===== src/mac_pkg.sv =====
// shared widths, constants and carrier types of the multiplier-accumulator
package mac_pkg;

  localparam int OPERAND_W = 12;
  localparam int WORD_W = 12;
  localparam int GUARD_W = 3;
  localparam int RESULT_W = 27;
  localparam int EXT_W = RESULT_W - OPERAND_W;
  localparam int OPERAND_SIGN_BIT = OPERAND_W - 1;
  localparam int GUARD_SIGN_BIT = GUARD_W - 1;

  // rounding adds one at bit 11 of the lower word
  localparam logic [RESULT_W-1:0] ROUND_ADD = 27'h0000800;
  localparam logic [RESULT_W-1:0] RESULT_RESET = 27'h0000000;
  localparam logic [OPERAND_W-1:0] OPERAND_RESET = 12'h000;

  typedef struct packed {
    logic round_request;
    logic signed_mode;
    logic sum_with_previous;
    logic negate_previous;
  } mac_mode_type;

  localparam mac_mode_type MODE_RESET = 4'h0;

  typedef struct packed {
    logic guard_drive_disable;
    logic upper_drive_disable;
    logic lower_drive_disable;
  } mac_disable_type;

  typedef struct packed {
    logic guard_drive;
    logic upper_drive;
    logic lower_drive;
  } mac_drive_type;

  localparam mac_drive_type DRIVE_RESET = 3'h0;

  typedef struct packed {
    logic [GUARD_W-1:0] guard_result_bits;
    logic [WORD_W-1:0] upper_result_word;
    logic [WORD_W-1:0] lower_result_word;
  } mac_result_type;

  // every pin-side input, synchronised as one bundle
  typedef struct packed {
    logic [OPERAND_W-1:0] operand_a;
    logic [OPERAND_W-1:0] operand_b;
    logic operand_a_clock;
    logic operand_b_clock;
    logic result_clock;
    mac_mode_type mode;
    mac_disable_type drive_off;
    logic result_load_from_pins;
    mac_result_type result_in;
  } mac_pins_type;

endpackage : mac_pkg


===== src/mac_accum.sv =====
// 12 by 12 multiplier-accumulator with 27-bit sectioned result
//
// Behaviour
// - two 12-bit operands, bit 11 sign
// - operand registers load on own clock rise
// - result is product plus optional previous sum
// - result split guard 26:24, upper 23:12, lower
// - guard top bit carries sign when signed
// - three clocks; result loads on result_clock rise
// - modes captured on rise of operand clock OR
// - section floats while its disable is high
// - preload floats all three sections
// - preload plus disable loads pins into section
// - preload with disable low holds section
// - preload and disables not captured by operand clocks
// - round adds one at lower word bit 11
// - signed mode selects two's complement operands
// - sum mode adds previous result at next edge
// - no sum mode stores bare product, or product plus round when round set
// - negate with sum mode gives product minus previous result
`timescale 1ns/1ps
module mac_accum
  import mac_pkg::*;
(
  input wire logic sys_clk,
  input wire logic rst,
  input wire logic [mac_pkg::OPERAND_W-1:0] operand_a,
  input wire logic [mac_pkg::OPERAND_W-1:0] operand_b,
  input wire logic operand_a_clock,
  input wire logic operand_b_clock,
  input wire logic result_clock,
  input wire mac_pkg::mac_mode_type mode_controls,
  input wire mac_pkg::mac_disable_type drive_disable,
  input wire logic result_load_from_pins,
  input wire mac_pkg::mac_result_type result_pins_in,
  output mac_pkg::mac_result_type result_pins_out,
  output mac_pkg::mac_drive_type result_pins_oe
);
  import mac_pkg::*;

  //////////////////////////////////////////////////////////////////////////
  // pin synchronisers

  mac_pins_type pins_raw;
  mac_pins_type pins_meta_q;
  mac_pins_type pins_q;
  logic a_clock_last_q;
  logic b_clock_last_q;
  logic or_clock_last_q;
  logic result_clock_last_q;

  always_comb
  begin
    pins_raw.operand_a = operand_a;
    pins_raw.operand_b = operand_b;
    pins_raw.operand_a_clock = operand_a_clock;
    pins_raw.operand_b_clock = operand_b_clock;
    pins_raw.result_clock = result_clock;
    pins_raw.mode = mode_controls;
    pins_raw.drive_off = drive_disable;
    pins_raw.result_load_from_pins = result_load_from_pins;
    pins_raw.result_in = result_pins_in;
  end

  // data and clocks share one depth so a sampled edge sees aligned data
  always_ff @(posedge sys_clk)
  begin
    if (rst)
    begin
      pins_meta_q <= '0;
      pins_q <= '0;
    end
    else
    begin
      pins_meta_q <= pins_raw;
      pins_q <= pins_meta_q;
    end
  end

  //////////////////////////////////////////////////////////////////////////
  // edge detection

  logic a_edge;
  logic b_edge;
  logic or_level;
  logic or_edge;
  logic result_edge;

  always_ff @(posedge sys_clk)
  begin
    if (rst)
    begin
      a_clock_last_q <= 1'b0;
      b_clock_last_q <= 1'b0;
      or_clock_last_q <= 1'b0;
      result_clock_last_q <= 1'b0;
    end
    else
    begin
      a_clock_last_q <= pins_q.operand_a_clock;
      b_clock_last_q <= pins_q.operand_b_clock;
      or_clock_last_q <= or_level;
      result_clock_last_q <= pins_q.result_clock;
    end
  end

  always_comb
  begin
    a_edge = pins_q.operand_a_clock & ~a_clock_last_q;
    b_edge = pins_q.operand_b_clock & ~b_clock_last_q;
    // low idle clocks give a single clean rise of the OR
    or_level = pins_q.operand_a_clock | pins_q.operand_b_clock;
    or_edge = or_level & ~or_clock_last_q;
    result_edge = pins_q.result_clock & ~result_clock_last_q;
  end

  //////////////////////////////////////////////////////////////////////////
  // operand and mode registers

  logic [OPERAND_W-1:0] operand_a_q;
  logic [OPERAND_W-1:0] operand_b_q;
  mac_mode_type mode_q;

  always_ff @(posedge sys_clk)
  begin
    if (rst)
      operand_a_q <= OPERAND_RESET;
    else if (a_edge)
      operand_a_q <= pins_q.operand_a;
  end

  always_ff @(posedge sys_clk)
  begin
    if (rst)
      operand_b_q <= OPERAND_RESET;
    else if (b_edge)
      operand_b_q <= pins_q.operand_b;
  end

  always_ff @(posedge sys_clk)
  begin
    if (rst)
      mode_q <= MODE_RESET;
    else if (or_edge)
      mode_q <= pins_q.mode;
  end

  //////////////////////////////////////////////////////////////////////////
  // arithmetic

  function automatic logic [RESULT_W-1:0] mac_extend(
    input logic [OPERAND_W-1:0] value,
    input logic as_signed
  );
    logic fill;
    fill = as_signed & value[OPERAND_SIGN_BIT];
    return {{EXT_W{fill}}, value};
  endfunction : mac_extend

  logic [RESULT_W-1:0] ext_a;
  logic [RESULT_W-1:0] ext_b;
  logic [RESULT_W-1:0] product;
  logic [RESULT_W-1:0] previous;
  logic [RESULT_W-1:0] acc_term;
  logic [RESULT_W-1:0] round_term;
  logic [RESULT_W-1:0] calc_result;

  mac_result_type result_q;

  always_comb
  begin
    ext_a = mac_extend(operand_a_q, mode_q.signed_mode);
    ext_b = mac_extend(operand_b_q, mode_q.signed_mode);
    // low 27 bits of the extended product wrap modulo two to the 27
    product = ext_a * ext_b;
    previous = result_q;
    if (!mode_q.sum_with_previous)
      acc_term = RESULT_RESET;
    else if (mode_q.negate_previous)
      acc_term = RESULT_RESET - previous;
    else
      acc_term = previous;
    round_term = mode_q.round_request ? ROUND_ADD : RESULT_RESET;
    calc_result = product + acc_term + round_term;
  end

  //////////////////////////////////////////////////////////////////////////
  // result register and preload

  function automatic logic [RESULT_W-1:0] mac_section_mask(
    input mac_disable_type off
  );
    return {{GUARD_W{off.guard_drive_disable}},
            {WORD_W{off.upper_drive_disable}},
            {WORD_W{off.lower_drive_disable}}};
  endfunction : mac_section_mask

  logic [RESULT_W-1:0] load_mask;
  logic [RESULT_W-1:0] preload_result;

  always_comb
  begin
    // preload and disables are live levels, never operand-clocked
    load_mask = mac_section_mask(pins_q.drive_off);
    preload_result = (load_mask & pins_q.result_in)
                   | (~load_mask & previous);
  end

  always_ff @(posedge sys_clk)
  begin
    if (rst)
      result_q <= RESULT_RESET;
    else if (result_edge)
    begin
      if (pins_q.result_load_from_pins)
        result_q <= preload_result;
      else
        result_q <= calc_result;
    end
  end

  //////////////////////////////////////////////////////////////////////////
  // output drivers

  mac_drive_type oe_q;

  always_ff @(posedge sys_clk)
  begin
    if (rst)
      oe_q <= DRIVE_RESET;
    else
    begin
      oe_q.guard_drive <= ~(pins_q.drive_off.guard_drive_disable
                          | pins_q.result_load_from_pins);
      oe_q.upper_drive <= ~(pins_q.drive_off.upper_drive_disable
                          | pins_q.result_load_from_pins);
      oe_q.lower_drive <= ~(pins_q.drive_off.lower_drive_disable
                          | pins_q.result_load_from_pins);
    end
  end

  assign result_pins_out = result_q;
  assign result_pins_oe = oe_q;

  logic product_negative;

  always_comb
  begin
    product_negative = (operand_a_q[OPERAND_SIGN_BIT]
                       ^ operand_b_q[OPERAND_SIGN_BIT])
                     & (|operand_a_q) & (|operand_b_q);
  end
endmodule : mac_accum


===== config.mk =====
export PLATFORM = sky130hd
export DESIGN_NAME = mac_accum
export DESIGN_NICKNAME = d
export VERILOG_FILES = /design/src/mac_pkg.sv /design/src/mac_accum.sv
export SDC_FILE = /design/constraint.sdc
export NUM_CORES = 1
export LEC_CHECK = 0
export BUFFER_PORTS_ARGS = -buffer_cell sky130_fd_sc_hd__buf_4
export CAP_MARGIN = 0
export CORE_ASPECT_RATIO = 1.25
export CORE_UTILIZATION = 29
export CTS_CLUSTER_SIZE = 10
export DETAILED_ROUTE_END_ITERATION = 16
export SLEW_MARGIN = 40
export SYNTH_ARGS = -nofsm -noshare
export SYNTH_HDL_FRONTEND = slang
export SYNTH_SLANG_ARGS = --single-unit

===== constraint.sdc =====
create_clock -name sys_clk -period 9.1 [get_ports sys_clk]
set_input_delay 1.365 -clock sys_clk [delete_from_list [all_inputs] [get_ports sys_clk]]
set_output_delay 1.365 -clock sys_clk [all_outputs]
set_load 0.05 [all_outputs]

==> metrics.md <==
| Metric | Value |
|---|---|
| Routed len/inst | 14.03 µm |
| Number of levels in the clock H-tree | 4 |
| Height of the die | 251.1 µm |
| Fraction of post-synthesis cell area in the top cell type by area | 0.2586 |
| Count of buffering cells on the critical path with inverters included | 4 |
| Setup tns final | 0 ps |
| # diodes | 0 |
| Seq cells post-synth | 186 |
| Die Footprint | 50540 µm² |
| Clock transition at path regs | 90 ps |
| Syn Area/Cell | 9.217 µm² |
| Total global routing track utilization | 0.1318 |
| Synthesized net count | 1908 |
| Multiplexer area fraction after synthesis | 0.005562 |
| Total cell area at the placement stage | 15660 µm² |
| Post-synthesis cell area | 14400 µm² |
| Reg-to-reg slack, setup | 680 ps |
| Leading cell types in the layout, fill and taps excluded | 201 x sky130_fd_sc_hd__inv_1, 185 x sky130_fd_sc_hd__dfxtp_1, 164 x sky130_fd_sc_hd__fa_1 |
| Slew of the pin with the lowest slew margin | 755.9 ps |
| Via count normalized by instance count | 4.594 |
| Final cell count without fillers | 2270 |
| Simple-gate portion of the synthesized area | 0.1970 |
| Clock Skews | 17.26 ps |
| Type of the most critical hold path | flop to flop |
| Grt total ovfl | 0 |
| Delay of the slowest cell on the worst path | 610 ps |
| Largest net degree at the start of global routing | 122 |
| Starting density of the core | 0.2959 |
| Nets | 1959 |
| Crit path time final | 8423 ps |
| Peak supply drop | 0.1392 mV |
| Family with the most delay on the worst path | adder cells |
| First-pass GRT wire length | 53970 µm |
| Leading cell type in the layout, fill and taps excluded | sky130_fd_sc_hd__inv_1 |
| Fill cell instance count of the final layout | 5026 |
| Combined area of the multi-input logic cells | 9634 µm² |
| Main combinational cell family by area after synthesis | adder cells |
| Headroom to the max-slew limit | 0.4961 |
| Num ports | 94 |
| Share of synthesized area occupied by flip-flops and latches | 0.2586 |
| Reported leakage power | 0.007651 µW |
| Placed instance count | 2238 |
| Result of the run | finished, final reports clean |
| Final max-slew violation count | 0 |
| Start point of the worst min-delay path | pins_meta_q[16] |
| Vias | 10430 |
| Count of different cell masters after synthesis | 64 |
| Final WS setup | 677.2 ps |
| Capturing element type of the critical path | flop |
| F_max | 0.1187 GHz |
| Share of post-route cells with drive strength above 1 | 0.09779 |
| Layout-stage area growth over the synthesis result | 13.36% |
| Final design instance area without fill | 16320 µm² |
| TritonCTS clock tree | built |
| Max clock buf depth | 2 |
| Number of search-and-repair iterations in the first detailed-routing pass | 5 |
| Total setup violations reported at the end of the flow | 0 |
| Clock sinks | 186 |
| Critical path start-end classification | flop to flop |
| Count of instances resized after the clock tree is built | 0 |
| Share of the synthesized netlist area taken by xor and xnor gates | 0.04137 |
| First DRT Iteration DRCs | 450 |
| Via count of the first global-routing pass | 10970 |
| Hold-critical path endpoint | pins_q[16] |
| Initial antenna violation count | 0 |
| Number of flops mapped to enable cells by yosys | 0 |
| Number of warnings printed during yosys synthesis | 0 |
| Worst-case reg-to-reg path depth | 27 |
| RSZ-0062 raised after global routing | false |
| Core outline area | 48650 µm² |
| IO buf count | 93 |
| Sum of routed wire length over all layers | 31840 µm |
| Sort of element at the start of the critical path | flop |
| Final cycle utilization of the critical path | 0.9256 |
| Worst-path cell with the longest stage delay | sky130_fd_sc_hd__dfxtp_1 |
| Post-synth top flop | sky130_fd_sc_hd__dfxtp_1 |
| CTS Hold Bufs | 0 |
| Max cap viols | 0 |
| Sum of net half-perimeters after detailed placement | 25030 µm |
| Number of buffers inserted during clock tree synthesis | 17 |
| Worst slack at placement | 739.2 ps |
| Post-synthesis cell count | 1562 |
| PD cells | 111.1 nW/µm² |
| Horiz. Die Dim | 201.3 µm |
| Footprint of the flip-flops and latches | 3725 µm² |
| CP most frequent cell | sky130_fd_sc_hd__fa_1 |
| Area contributors post-synth | sky130_fd_sc_hd__dfxtp_1 26%, sky130_fd_sc_hd__fa_1 23%, sky130_fd_sc_hd__ha_1 10%, sky130_fd_sc_hd__nor2b_1 6.0%, sky130_fd_sc_hd__inv_1 5.2% |
| Placer Congestion | 0.8857 |
| Required time of the worst setup path | 9460 ps |
| Reg-to-reg critical path startpoint | operand_b_q[11] |
| Final Hold Violating Endpoints | 0 |
| Biggest fanout along the worst timing path | 15 |
| Post-CTS setup buffers | 0 |
| DRC viols | 0 |
| Fraction of the mapped netlist area in adder cells | 0.3306 |
| Clock latency at the later pin of the worst-skew pair | 450 ps |
| Arrival time at the worst endpoint | 8790 ps |
| Buffer cell driving the clock tree root | sky130_fd_sc_hd__clkbuf_16 |
| Fraction of the mapped netlist area in compound gates | 0.09386 |
| FP Rows | 90 |
| Proportion of synthesized flip-flops having asynchronous set or reset | 0 |
| Post-route ant nets | 0 |
| Cell type with the highest aggregate area in the netlist | sky130_fd_sc_hd__dfxtp_1 |
| Count of cells along the worst hold path | 1 |
==> final cells by class <==
class	instances	share of cell area
Multi-Input combinational cell	1108	0.5904
Clock inverter	15	0.01380
Sequential cell	186	0.2282
Inverter	201	0.04623
Clock buffer	17	0.02607
Tap cell	644	0.04938
Timing Repair Buffer	99	0.04593
==> worst max path at each step <==
stage	slack (ps)	cells past startpoint	endpoint	startpoint
CTS	670	26	flop	operand_a_q[11]
finish	680	27	flop	operand_b_q[11]
global placement	930	26	flop	operand_a_q[11]
detailed placement	740	26	flop	operand_a_q[11]
floorplan	1810	26	flop	operand_a_q[11]
global route	220	28	flop	operand_a_q[11]
==> layer usage <==
layer | global-route usage | wire [µm] | up-vias
li1 | - | - | 5062
met1 | 0.1512 | 13160 | 5066
met2 | 0.2405 | 16330 | 242
met3 | 0.02152 | 1350 | 59
met4 | 0.05541 | 997 | 0
met5 | 0 | 0 | -
==> power breakdown <==
group          switching, µW  internal, µW
sequential              25.2           848
clock                    386           405
combinational           85.8          64.2
==> kinds of logic (layout without fill, tap and decap cells) <==
| family | count (synthesis) | in the layout |
|---|---|---|
| buffers and inverters | 268 | 332 |
| adders and majority gates | 282 | 282 |
| xor gates and xnor gates | 68 | 68 |
| AOI/OAI and AO/OA | 203 | 203 |
| muxes | 8 | 8 |
| and+or+nand+nor | 547 | 547 |
| DFF | 186 | 186 |
==> synthesized netlist by cell type, types with 3 or more instances <==
library cell / instances
sky130_fd_sc_hd__a31oi_1: 6
sky130_fd_sc_hd__o21bai_1: 8
sky130_fd_sc_hd__o211ai_1: 8
sky130_fd_sc_hd__a21o_1: 7
sky130_fd_sc_hd__a311oi_1: 5
sky130_fd_sc_hd__ha_1: 118
sky130_fd_sc_hd__o21ai_0: 36
sky130_fd_sc_hd__and2_1: 97
sky130_fd_sc_hd__mux2i_1: 8
sky130_fd_sc_hd__nor3_1: 22
sky130_fd_sc_hd__clkbuf_1: 63
sky130_fd_sc_hd__xnor2_1: 57
sky130_fd_sc_hd__fa_1: 164
sky130_fd_sc_hd__or2_2: 6
sky130_fd_sc_hd__o31ai_1: 6
sky130_fd_sc_hd__o41ai_1: 3
sky130_fd_sc_hd__nand2_1: 162
sky130_fd_sc_hd__and3_1: 6
sky130_fd_sc_hd__inv_1: 201
sky130_fd_sc_hd__a22oi_1: 12
sky130_fd_sc_hd__dfxtp_1: 186
sky130_fd_sc_hd__nor2b_1: 139
sky130_fd_sc_hd__a21oi_1: 56
sky130_fd_sc_hd__o21a_1: 10
sky130_fd_sc_hd__nand2b_1: 10
sky130_fd_sc_hd__nand3_1: 12
sky130_fd_sc_hd__nor2_1: 74
sky130_fd_sc_hd__xor2_1: 11
sky130_fd_sc_hd__a211oi_1: 21
==> metrics by stage <==
stage               utilization  total power, µW  hold slack (ps)
floorplan                     -            982.8            397.5
CTS                      0.3353             1837            427.4
global placement         0.3218             1041            417.8
finish                   0.3355             1813            424.1
detailed placement       0.3219             1043            420.4
global route             0.3355             1887            441.1
Power figures use the tool's default switching activity.
